File: src/rtl/dpx_consts.svh
`ifndef DPX_CONSTS_SVH
`define DPX_CONSTS_SVH

// =====================================================================
// exception mask bit positions
`define DPX_EXC_W        6
`define DPX_EXC_INV      0
`define DPX_EXC_DEN      1
`define DPX_EXC_ZDIV     2
`define DPX_EXC_OVF      3
`define DPX_EXC_UNF      4
`define DPX_EXC_PRE      5

// =====================================================================
// mask patterns
`define DPX_M_NONE       6'h00
`define DPX_M_ARITH      6'h3b
`define DPX_M_ALL        6'h3f
`define DPX_M_INV_DEN    6'h03
`define DPX_M_INV_PRE    6'h21
`define DPX_M_PRE        6'h20

// =====================================================================
// rounding field
`define DPX_RND_W        2
`define DPX_RND_CHOP     2'h3
`define DPX_RND_RST      2'h0

// =====================================================================
// register map and fields
`define DPX_AW           3
`define DPX_DW           8
`define DPX_A_STATUS     3'h0
`define DPX_A_CLEAR      3'h1
`define DPX_A_IRQ_EN     3'h2
`define DPX_A_CTRL       3'h3
`define DPX_A_LAST_MASK  3'h4
`define DPX_A_LAST_OP    3'h5
`define DPX_EV_W         3
`define DPX_EV_UNKNOWN   0
`define DPX_EV_ZDIV      1
`define DPX_EV_DROPPED   2
`define DPX_CTRL_EN      0
`define DPX_CTRL_RST     8'h01
`define DPX_IRQ_EN_RST   3'h0
`define DPX_ZERO8        8'h00

`endif

File: src/rtl/dpx_pkg.sv
package dpx_pkg;

  // =====================================================================
  // instruction classes
  typedef enum logic [5:0] {
    DPX_OP_NONE                 = 6'h00,
    add_packed_double           = 6'h01,
    add_scalar_double           = 6'h02,
    and_not_packed_double       = 6'h03,
    and_packed_double           = 6'h04,
    compare_packed_double       = 6'h05,
    compare_scalar_double       = 6'h06,
    ordered_compare_scalar_double = 6'h07,
    int32x4_to_single           = 6'h08,
    single_to_int32x4_rounded   = 6'h09,
    single_to_int32x4_truncated = 6'h0a,
    int32x2_to_double           = 6'h0b,
    double_to_int32x2_rounded   = 6'h0c,
    double_to_media_int_rounded = 6'h0d,
    double_to_single_packed     = 6'h0e,
    media_int_to_double         = 6'h0f,
    single_to_double_packed     = 6'h10,
    double_to_gpr_int_rounded   = 6'h11,
    double_to_single_scalar     = 6'h12,
    gpr_int_to_double           = 6'h13,
    single_to_double_scalar     = 6'h14,
    double_to_int32x2_truncated = 6'h15,
    double_to_media_int_truncated = 6'h16,
    double_to_gpr_int_truncated = 6'h17,
    divide_packed_double        = 6'h18,
    divide_scalar_double        = 6'h19,
    max_packed_double           = 6'h1a,
    max_scalar_double           = 6'h1b,
    min_packed_double           = 6'h1c,
    min_scalar_double           = 6'h1d,
    move_aligned_packed_double  = 6'h1e,
    move_high_half_double       = 6'h1f,
    move_low_half_double        = 6'h20,
    extract_sign_mask_double    = 6'h21,
    move_scalar_double          = 6'h22
  } dpx_op_t;

  // =====================================================================
  // classification result
  typedef struct packed {
    logic       known;
    logic [5:0] mask;
    logic       chop;
    logic       sets_flags;
    logic       dest_gpr;
  } dpx_info_t;

endpackage : dpx_pkg

File: src/rtl/dpx_cls_if.sv
`timescale 1ns/1ps

interface dpx_cls_if;
  import dpx_pkg::*;
  dpx_op_t   op;
  dpx_info_t info;
  modport dec  (input op, output info);
  modport user (output op, input info);
endinterface : dpx_cls_if

File: src/rtl/dpx_top.sv
// Decided for this implementation: the register addresses and the plain strobed port.
`timescale 1ns/1ps
`include "dpx_consts.svh"

module dpx_top (
  // clock and reset
  input  wire logic                     mclk,
  input  wire logic                     reset_n,
  // classification request
  input  wire logic                     req_valid,
  input  wire dpx_pkg::dpx_op_t         req_op,
  input  wire logic [`DPX_RND_W-1:0]    csr_round,
  // classification answer
  output logic                          res_valid,
  output logic [`DPX_EXC_W-1:0]         res_mask,
  output logic [`DPX_RND_W-1:0]         res_round,
  output logic                          res_sets_flags,
  output logic                          res_dest_gpr,
  output logic                          res_unknown,
  // register port
  input  wire logic [`DPX_AW-1:0]       reg_addr,
  input  wire logic [`DPX_DW-1:0]       reg_wdata,
  input  wire logic                     reg_we,
  input  wire logic                     reg_re,
  output logic [`DPX_DW-1:0]            reg_rdata,
  // interrupt
  output logic                          irq
);
  import dpx_pkg::*;

  // =====================================================================
  // declarations
  dpx_cls_if cls ();

  logic                  res_valid_r;
  logic [`DPX_EXC_W-1:0] res_mask_r;
  logic [`DPX_RND_W-1:0] res_round_r;
  logic                  res_flags_r;
  logic                  res_gpr_r;
  logic                  res_unknown_r;
  logic [`DPX_DW-1:0]    ctrl_r;
  logic [`DPX_EXC_W-1:0] last_mask_r;
  dpx_op_t               last_op_r;
  logic [`DPX_DW-1:0]    rdata_r;
  logic [`DPX_DW-1:0]    rdata_nxt;
  logic [`DPX_EV_W-1:0]  ev_status;
  logic [`DPX_EV_W-1:0]  ev_enable;
  logic [`DPX_EV_W-1:0]  ev;

  // =====================================================================
  // decode
  assign cls.op = req_op;

  dpx_decode u_decode (
    .cls (cls)
  );

  wire enabled   = ctrl_r[`DPX_CTRL_EN];
  wire req_taken = req_valid && enabled;
  wire [`DPX_EXC_W-1:0] mask_nxt = cls.info.known ? cls.info.mask : `DPX_M_NONE;
  // truncating forms ignore the programmed rounding field
  wire [`DPX_RND_W-1:0] round_nxt = cls.info.chop ? `DPX_RND_CHOP : csr_round;

  // =====================================================================
  // answer registers
  always_ff @(posedge mclk or negedge reset_n) begin
    if (!reset_n) begin
      res_valid_r   <= 1'b0;
      res_mask_r    <= `DPX_M_NONE;
      res_round_r   <= `DPX_RND_RST;
      res_flags_r   <= 1'b0;
      res_gpr_r     <= 1'b0;
      res_unknown_r <= 1'b0;
    end else begin
      res_valid_r <= req_taken;
      if (req_taken) begin
        res_mask_r    <= mask_nxt;
        res_round_r   <= round_nxt;
        res_flags_r   <= cls.info.known && cls.info.sets_flags;
        res_gpr_r     <= cls.info.known && cls.info.dest_gpr;
        res_unknown_r <= !cls.info.known;
      end
    end
  end

  assign res_valid      = res_valid_r;
  assign res_mask       = res_mask_r;
  assign res_round      = res_round_r;
  assign res_sets_flags = res_flags_r;
  assign res_dest_gpr   = res_gpr_r;
  assign res_unknown    = res_unknown_r;

  // =====================================================================
  // events and interrupt
  assign ev[`DPX_EV_UNKNOWN] = req_taken && !cls.info.known;
  assign ev[`DPX_EV_ZDIV]    = req_taken && cls.info.known && mask_nxt[`DPX_EXC_ZDIV];
  assign ev[`DPX_EV_DROPPED] = req_valid && !enabled;

  wire wr_clear  = reg_we && (reg_addr == `DPX_A_CLEAR);
  wire wr_irq_en = reg_we && (reg_addr == `DPX_A_IRQ_EN);
  wire wr_ctrl   = reg_we && (reg_addr == `DPX_A_CTRL);

  dpx_irq #(
    .EV_W (`DPX_EV_W)
  ) u_irq (
    .mclk    (mclk),
    .reset_n (reset_n),
    .ev      (ev),
    .clr_we  (wr_clear),
    .en_we   (wr_irq_en),
    .wdata   (reg_wdata[`DPX_EV_W-1:0]),
    .status  (ev_status),
    .enable  (ev_enable),
    .irq     (irq)
  );

  // =====================================================================
  // register file
  always_ff @(posedge mclk or negedge reset_n) begin
    if (!reset_n) begin
      ctrl_r      <= `DPX_CTRL_RST;
      last_mask_r <= `DPX_M_NONE;
      last_op_r   <= DPX_OP_NONE;
      rdata_r     <= `DPX_ZERO8;
    end else begin
      if (wr_ctrl) ctrl_r <= reg_wdata;
      if (req_taken) begin
        last_mask_r <= mask_nxt;
        last_op_r   <= req_op;
      end
      rdata_r <= rdata_nxt;
    end
  end

  always_comb begin
    rdata_nxt = `DPX_ZERO8;
    if (reg_re) begin
      unique case (reg_addr)
        `DPX_A_STATUS:    rdata_nxt = {{(`DPX_DW-`DPX_EV_W){1'b0}}, ev_status};
        `DPX_A_IRQ_EN:    rdata_nxt = {{(`DPX_DW-`DPX_EV_W){1'b0}}, ev_enable};
        `DPX_A_CTRL:      rdata_nxt = ctrl_r;
        `DPX_A_LAST_MASK: rdata_nxt = {{(`DPX_DW-`DPX_EXC_W){1'b0}}, last_mask_r};
        `DPX_A_LAST_OP:   rdata_nxt = {{(`DPX_DW-$bits(dpx_op_t)){1'b0}}, last_op_r};
        default:          rdata_nxt = `DPX_ZERO8;
      endcase
    end
  end

  assign reg_rdata = rdata_r;
endmodule : dpx_top

File: src/rtl/dpx_decode.sv
`timescale 1ns/1ps
`include "dpx_consts.svh"

module dpx_decode (
  // class in, classification out
  dpx_cls_if.dec cls
);
  import dpx_pkg::*;

  // =====================================================================
  // classification table
  function automatic dpx_info_t dpx_classify(input dpx_op_t op);
    dpx_info_t r;
    r = '{known: 1'b1, mask: `DPX_M_NONE, chop: 1'b0, sets_flags: 1'b0, dest_gpr: 1'b0};
    unique case (op)
      add_packed_double,
      add_scalar_double:             r.mask = `DPX_M_ARITH;
      and_not_packed_double,
      and_packed_double:             r.mask = `DPX_M_NONE;
      compare_packed_double,
      compare_scalar_double:         r.mask = `DPX_M_INV_DEN;
      ordered_compare_scalar_double: begin
        r.mask       = `DPX_M_INV_DEN;
        r.sets_flags = 1'b1;
      end
      int32x4_to_single:             r.mask = `DPX_M_PRE;
      single_to_int32x4_rounded:     r.mask = `DPX_M_INV_PRE;
      single_to_int32x4_truncated,
      double_to_int32x2_truncated,
      double_to_media_int_truncated: begin
        r.mask = `DPX_M_INV_PRE;
        r.chop = 1'b1;
      end
      double_to_gpr_int_truncated: begin
        r.mask     = `DPX_M_INV_PRE;
        r.chop     = 1'b1;
        r.dest_gpr = 1'b1;
      end
      int32x2_to_double,
      media_int_to_double,
      gpr_int_to_double:             r.mask = `DPX_M_NONE;
      double_to_int32x2_rounded,
      double_to_media_int_rounded:   r.mask = `DPX_M_INV_PRE;
      double_to_gpr_int_rounded: begin
        r.mask     = `DPX_M_INV_PRE;
        r.dest_gpr = 1'b1;
      end
      double_to_single_packed,
      double_to_single_scalar:       r.mask = `DPX_M_ARITH;
      single_to_double_packed,
      single_to_double_scalar:       r.mask = `DPX_M_INV_DEN;
      divide_packed_double,
      divide_scalar_double:          r.mask = `DPX_M_ALL;
      max_packed_double, max_scalar_double,
      min_packed_double, min_scalar_double:
                                     r.mask = `DPX_M_INV_DEN;
      move_aligned_packed_double, move_high_half_double,
      move_low_half_double, move_scalar_double:
                                     r.mask = `DPX_M_NONE;
      extract_sign_mask_double: begin
        r.mask     = `DPX_M_NONE;
        r.dest_gpr = 1'b1;
      end
      default:                       r.known = 1'b0;
    endcase
    return r;
  endfunction : dpx_classify

  assign cls.info = dpx_classify(cls.op);

endmodule : dpx_decode

File: src/rtl/dpx_irq.sv
`timescale 1ns/1ps
`include "dpx_consts.svh"

module dpx_irq #(
  parameter int EV_W = `DPX_EV_W
) (
  // clock and reset
  input  wire logic            mclk,
  input  wire logic            reset_n,
  // events
  input  wire logic [EV_W-1:0] ev,
  // software access
  input  wire logic            clr_we,
  input  wire logic            en_we,
  input  wire logic [EV_W-1:0] wdata,
  // state
  output logic      [EV_W-1:0] status,
  output logic      [EV_W-1:0] enable,
  output logic                 irq
);

  logic [EV_W-1:0] status_r;
  logic [EV_W-1:0] status_nxt;
  logic [EV_W-1:0] enable_r;
  wire  [EV_W-1:0] clr_bits = clr_we ? wdata : '0;

  // a set in the cycle of its clear wins
  assign status_nxt = (status_r & ~clr_bits) | ev;

  always_ff @(posedge mclk or negedge reset_n) begin
    if (!reset_n) begin
      status_r <= '0;
      enable_r <= `DPX_IRQ_EN_RST;
    end else begin
      status_r <= status_nxt;
      if (en_we) enable_r <= wdata;
    end
  end

  assign status = status_r;
  assign enable = enable_r;
  assign irq    = |(status_r & enable_r);

endmodule : dpx_irq

File: config.mk
export PLATFORM = sky130hd
export DESIGN_NAME = dpx_top
export DESIGN_NICKNAME = d
export VERILOG_FILES = /design/src/rtl/dpx_pkg.sv /design/src/rtl/dpx_cls_if.sv /design/src/rtl/dpx_top.sv /design/src/rtl/dpx_decode.sv /design/src/rtl/dpx_irq.sv
export VERILOG_INCLUDE_DIRS = /design/src /design/src/rtl
export SDC_FILE = /design/constraint.sdc
export NUM_CORES = 1
export LEC_CHECK = 0
export BUFFER_PORTS_ARGS = -buffer_cell sky130_fd_sc_hd__buf_2
export CORE_ASPECT_RATIO = 0.8
export CORE_MARGIN = 4
export CORE_UTILIZATION = 31
export DETAILED_ROUTE_END_ITERATION = 6
export SLEW_MARGIN = 20
export SYNTH_ARGS = -nofsm -noshare
export SYNTH_HDL_FRONTEND = slang
export SYNTH_HIERARCHICAL = 1
export SYNTH_SLANG_ARGS = --single-unit
File: constraint.sdc
create_clock -name mclk -period 1.6 [get_ports mclk]
set_clock_uncertainty 0.05 [all_clocks]
set_input_delay 0.48 -clock mclk [delete_from_list [all_inputs] [get_ports mclk]]
set_output_delay 0.48 -clock mclk [all_outputs]
set_load 0.01 [all_outputs]
==> results of run 1 <==
-- final cells by class --
class | count | area, um2
timing repair buffer | 74 | 483
multi-input combinational | 134 | 982
clock buffer | 6 | 72.6
clock inverter | 2 | 60.1
tap | 84 | 105
sequential | 40 | 1000
fill | 629 | 3750
inverter | 4 | 15.0
-- synth_stat cells (all sizes together), types with 3 or more instances --
cell	number	area, um2
dfrtp	39	976
nand2	24	90.1
mux2	20	236
o21ai	13	65.1
buf	11	93.8
a21oi	8	40.0
a22oi	7	52.6
a21o	6	45.0
nand2b	6	37.5
nor2	6	22.5
and3	5	36.3
inv	4	15.0
nand3	4	20.0
nor2b	4	27.5
a2111oi	3	40.0
and2	3	18.8
clkbuf	3	11.3
mux2i	3	30.0
nor3	3	25.0
o2bb2ai	3	26.3
-- routing by layer --
metal,vias up,GRT usage,share of wire
li1,818,-,-
met1,775,0.194,0.50
met2,39,0.189,0.44
met3,2,0.0416,0.055
met4,0,0.0246,0.0040
met5,-,0,0
-- kinds of logic (layout without fill, tap and decap cells) --
family | count (synthesis) | after routing | share of synthesized area
XOR/XNOR | 1 | 1 | 0.00418
multiplexers | 23 | 23 | 0.127
AO/OA/AOI/OAI | 45 | 45 | 0.151
buffers and inverters | 18 | 86 | 0.0573
AND/OR/NAND/NOR | 65 | 65 | 0.183
flip-flops | 40 | 40 | 0.478
-- repair_timing --
| item | CTS | global route |
|---|---|---|
| setup endpoints to repair | 1 | 1 |
| pin swaps | 0 | 0 |
| resized for setup | 0 | 0 |
-- worst paths after layout --
kind                                  from            to  slack, ps  cells after the start
max in group asynchronous          reset_n     ctrl_r[0]       1150                      2
min reg2reg                   res_round[1]  res_round[1]        430                      2
min                                reset_n     res_valid        100                      2
min in group mclk             reg_wdata[6]     ctrl_r[6]        370                      2
max reg2reg                      ctrl_r[0]  last_op_r[1]        300                      3
max                        u_irq/status[0]           irq       -210                      3
-- flip-flops by register name, indices dropped and copies added (netlist names) --
register,cells
ctrl_r,8
last_mask_r,6
last_op_r,6
reg_rdata,8
res_dest_gpr,1
res_round,2
res_sets_flags,1
res_unknown,1
res_valid,1
u_irq/enable,3
u_irq/status,3
-- through the flow --
stage,hold slack (ps),cells
floorplan,134,192
global placement,418,336
detailed placement,417,336
CTS,97.4,344
global route,102,344
finish,98.0,344
-- power groups by stage --
stage,Combinational (mW),Clock (mW),Sequential [mW]
after floorplan,0.364,0,1.33
after global placement,0.626,0,1.33
after detailed placement,0.638,0,1.33
after CTS,0.642,1.00,1.31
after global routing,0.702,1.05,1.34
final,0.633,0.976,1.31
-- cells in the final DEF (no fill, tap or decap), drive strengths merged, types with 2 or more instances in the layout --
cell type,count
o21ai,13
nor2b,4
dfrtp,39
a21o,6
a2111oi,3
nor2,6
bufinv,2
buf,74
and3,5
nand2,24
nand2b,6
nand3,4
nor3,3
and2,3
clkbuf,6
mux2i,3
a22oi,7
a21oi,8
o2bb2ai,3
mux2,20
inv,4
==> summary.txt, run 1 <==
Min path
  • Hold WC Path Type: in2async

STA
  • Slew @ Worst Pin: 319 ps
  • Slew Limit Headroom: 0.787
  • Final Cycle Share: 1.13
  • Setup_tns: -207 ps
  • Fin crit period: 1810 ps
  • Fmax: 553 MHz
  • Final setup fails: 1
  • Final-report hold violation count: 0
  • Fin. max-slew vios: 0
  • RSZ-0062 raised after global routing: true
  • Final WS setup: -207 ps

Finish
  • Finished Cell Area: 0.00272 mm2
  • Area Growth Syn to Fin: 29.7%
  • Final core utilization: 0.420
  • Number of diodes: 0
  • Final #Nets: 283
  • Share of cells above drive strength 1: 0.431

GRT
  • Overall routing resource usage: 0.132
  • Overflow after GRT: 0
  • Largest net degree at the start of global routing: 41
  • Initial antenna violation count: 0
  • First-pass GRT wire length: 8390 um
  • Vias in the first global route: 1643

CTS
  • CTS Buf Count: 5
  • CTS tree: yes
  • Root buffer cell: clkbuf_8
  • Clk buf depth: 2
  • CTS clk-pin slew, worst paths: 80 ps
  • H-tree Lvls: 2
  • Worst skew pair latency: 290 ps
  • Setup bufs post-CTS: 0
  • Cts hold-fix bufs: 0
  • Clock Sinks: 40

Place
  • Setup WS pre-CTS: -105 ps
  • Gp weighted congestion: 0.837
  • Final HPWL DP: 3780 um
  • IO buf count: 44
  • Placed cell areas: 0.00259 mm2

Worst setup path
  • Worst setup SP type: flip-flop
  • Peak per-stage delay on the critical path: 420 ps
  • CP top delay family: flip-flops
  • Setup CP Type: reg2out
  • CP Max Fanout: 3
  • Worst EP arrival: 1280 ps
  • Required time of the worst setup path: 1070 ps
  • Slowest CP cell: dfrtp_1
  • Worst path bufs/invs: 2
  • Worst setup EP type: output pin
  • CP Cell Sequence: a222oi_1 -> inv_1 -> buf_2

Routing
  • Post-route ant nets: 0
  • # DRC: 0
  • Pre-antenna DRT Iters: 4
  • Vias/cell: 4.75
  • Routed Wire Length: 5060 um
  • Vias post-DR: 1634
  • Wire length per cell: 14.7 um
  • First DRT Iteration DRCs: 82

Pwr
  • Pwr Total: 2.92 mW
  • Power share of the clock group: 0.334
  • VDD IR max: 442 uV
  • LEAKAGE: 1.32 nW
  • Sequential Power Share: 0.449
  • Combinational share of power: 0.217
  • Switch Pwr: 0.764 mW
  • Internal power: 2.16 mW
  • Sw Ratio: 0.262
  • Pwr dens: 1070 mW/mm2

Run status
  • Status: complete, but fails checks
  • Violated checks: setup timing

Floorplanning
  • Die Width: 100 um
  • Die Ht: 81.6 um
  • Initial Util: 0.324
  • Die footprint: 0.00815 mm2
  • CORE AREA: 0.00647 mm2
  • # rows: 26
  • IO Pins: 45

Synthesis
  • Cell variety after synth: 47
  • Cells after Synth: 192
  • Yosys reg bits: 40
  • Register area share after synthesis: 0.478
  • Syn nets: 216
  • Predominant post-synthesis flop cell: dfrtp_1
  • EDFF count, synth: 0
  • Avg Inst Size Synth: 10.9 um2
  • Ys Warns: 6
  • Post-synth ARST share: 1.00
  • Synth Cell Area: 0.00210 mm2

Run
  • Max Cap Viol: 0
Power figures use the tool's default switching activity.
==> run 2: changes to the inputs <==
- ABC_CLOCK_PERIOD_IN_PS: not set -> 1600
- CTS_BUF_LIST: not set -> sky130_fd_sc_hd__clkbuf_4
==> run 2 against run 1 <==
  * The flow still finishes with violations (setup timing)
  * First-iteration DRC count grew 12%
  * Via count up 1.3%
  * Sequential power about the same
  * Die area unchanged
  * Critical path type unchanged
  * Highest routed layer unchanged
==> summary.txt, run 2 (same netlist as run 1, synthesis figures left out) <==
Run status
  • Status: complete, but fails checks
  • Violated checks: setup timing

GRT
  • Overall routing resource usage: 0.133 (+0.00183)
  • Largest net degree at the start of global routing: 41 (unchanged)
  • Initial antenna violation count: 0 (unchanged)
  • Overflow after GRT: 0 (unchanged)
  • First-pass GRT wire length: 8470 um (+0.99%)
  • Vias in the first global route: 1663 (+1.2%)

Worst setup path
  • Worst setup EP type: output pin
  • CP Max Fanout: 2 (-1)
  • Worst setup SP type: flip-flop
  • Worst EP arrival: 1350 ps (+70 ps)
  • Setup CP Type: reg2out
  • Required time of the worst setup path: 1070 ps (about the same)

Finish
  • Number of diodes: 0 (unchanged)
  • Commonest non-fill, non-tap cell in the layout: buf_2
  • Share of cells above drive strength 1: 0.437 (+0.00601)
  • Final #Nets: 284 (+0.35%)
  • Highest-count cells in the layout ignoring fill and taps: buf_2, dfrtp_1, buf_4
  • Area Growth Syn to Fin: 28.8%

Floorplanning
  • Initial Util: 0.324 (unchanged)
  • Die Width: 100 um (unchanged)
  • # rows: 26 (unchanged)
  • CORE AREA: 0.00647 mm2 (unchanged)
  • Die footprint: 0.00815 mm2 (unchanged)
  • IO Pins: 45 (unchanged)
  • Die Ht: 81.6 um (unchanged)

Routing
  • Post-route ant nets: 0 (unchanged)
  • Wire length per cell: 14.8 um (+0.58%)
  • First DRT Iteration DRCs: 92 (+12%)
  • Routed Wire Length: 5100 um (+0.87%)
  • # DRC: 0 (unchanged)
  • Pre-antenna DRT Iters: 4 (unchanged)
  • Vias post-DR: 1656 (+1.3%)
  • Vias/cell: 4.80 (+1.1%)

CTS
  • Clk buf depth: 2 (unchanged)
  • Clock Sinks: 40 (unchanged)
  • Cts hold-fix bufs: 0 (unchanged)
  • H-tree Lvls: 2 (unchanged)
  • CTS tree: yes
  • Worst skew pair latency: 350 ps (+60 ps)
  • CTS clk-pin slew, worst paths: 130 ps (+50 ps)
  • Root buffer cell: clkbuf_4
  • CTS Buf Count: 5 (unchanged)

Place
  • Final HPWL DP: 3780 um (unchanged)
  • Gp weighted congestion: 0.837 (unchanged)
  • IO buf count: 44 (unchanged)

Pwr
  • Pwr dens: 1040 mW/mm2 (-3.5%)
  • VDD IR max: 386 uV (-13%)
  • LEAKAGE: 1.32 nW (-0.38%)
  • Pwr Total: 2.80 mW (-4.2%)

STA
  • Final-report hold violation count: 0 (unchanged)
  • Fin. max-slew vios: 0 (unchanged)
  • Fin crit period: 1880 ps (+75.7 ps)
  • Slew @ Worst Pin: 320 ps (+1.09 ps)
  • Final setup fails: 1 (unchanged)
  • Setup_tns: -283 ps (-75.7 ps)
  • Final Cycle Share: 1.18 (+0.0473)
  • Slew Limit Headroom: 0.786 (about the same)
  • RSZ-0062 raised after global routing: true
  • Final WS setup: -283 ps (-75.7 ps)
  • Fmax: 531 MHz (-4.0%)

Run
  • Max Cap Viol: 0 (unchanged)

Min path
  • Hold WC Path Type: in2async
-- run 2: cell count changes in the layout (fill, tap and decap cells not counted) --
cell	before	now
buf_4	27	28
clkbuf_1	1	0
clkbuf_4	0	6
clkbuf_8	5	0
-- run 2: layout make-up --
| cell class | count | area [um2] |
|---|---|---|
| clock buffers | 6 | 45.0 |
| repair buffers | 75 | 490 |
| clock inverters | 2 | 60.1 |
| flip-flops and latches | 40 | 1000 |
| well taps | 84 | 105 |
| multi-input cells | 134 | 982 |
| inverters | 4 | 15.0 |
| fillers | 636 | 3770 |
-- run 2: path summary, 6_finish.rpt --
kind                           endpoint  depth (start not counted)       startpoint  slack, ps
hold reg to reg            res_round[1]                          2     res_round[1]        440
min in group mclk             ctrl_r[6]                          2     reg_wdata[6]        310
max in group asynchronous     ctrl_r[0]                          2          reset_n       1210
hold / removal                res_valid                          2          reset_n         20
setup / recovery                    irq                          3  u_irq/status[0]       -280
setup reg to reg           last_op_r[3]                          3        ctrl_r[0]        290
-- run 2: where the power goes --
group | total, mW | switching (mW) | internal, mW | leakage (nW)
logic | 0.644 | 0.303 | 0.342 | 0.759
registers | 1.31 | 0.112 | 1.20 | 0.504
clock network | 0.845 | 0.340 | 0.505 | 0.0559
-- run 2: per-layer routing --
| metal | routed length (um) | GRT usage |
|---|---|---|
| met2 | 2250 | 0.194 |
| met3 | 255 | 0.0390 |
| met1 | 2570 | 0.192 |
| met4 | 25 | 0.0368 |
| met5 | 0 | 0 |
-- run 2: stage by stage --
stage	std cells	instance area [um2]	hold slack [ps]	util	setup WS, ps
2_1_floorplan	192	2110	134	-	5.72
3_3_place_gp	336	2590	418	0.400	-122
3_5_place_dp	336	2590	417	0.400	-105
4_1_cts	345	2700	20.9	0.417	-290
5_1_grt	345	2700	9.46	0.417	-363
6_report	345	2700	20.0	0.417	-283
-- run 2: timing repair --
action | CTS | global route
resized for setup | 0 | 0
hold endpoints to repair | 0 | 0
setup endpoints to repair | 1 | 1
pin swaps | 1 | 0
buffers inserted | 1 | 0
-- run 2: worst max-delay path, stage by stage, from the launching register on --
cell      delay, ps
dfrtp_1         430
a222oi_1        370
inv_1            70
buf_2           140
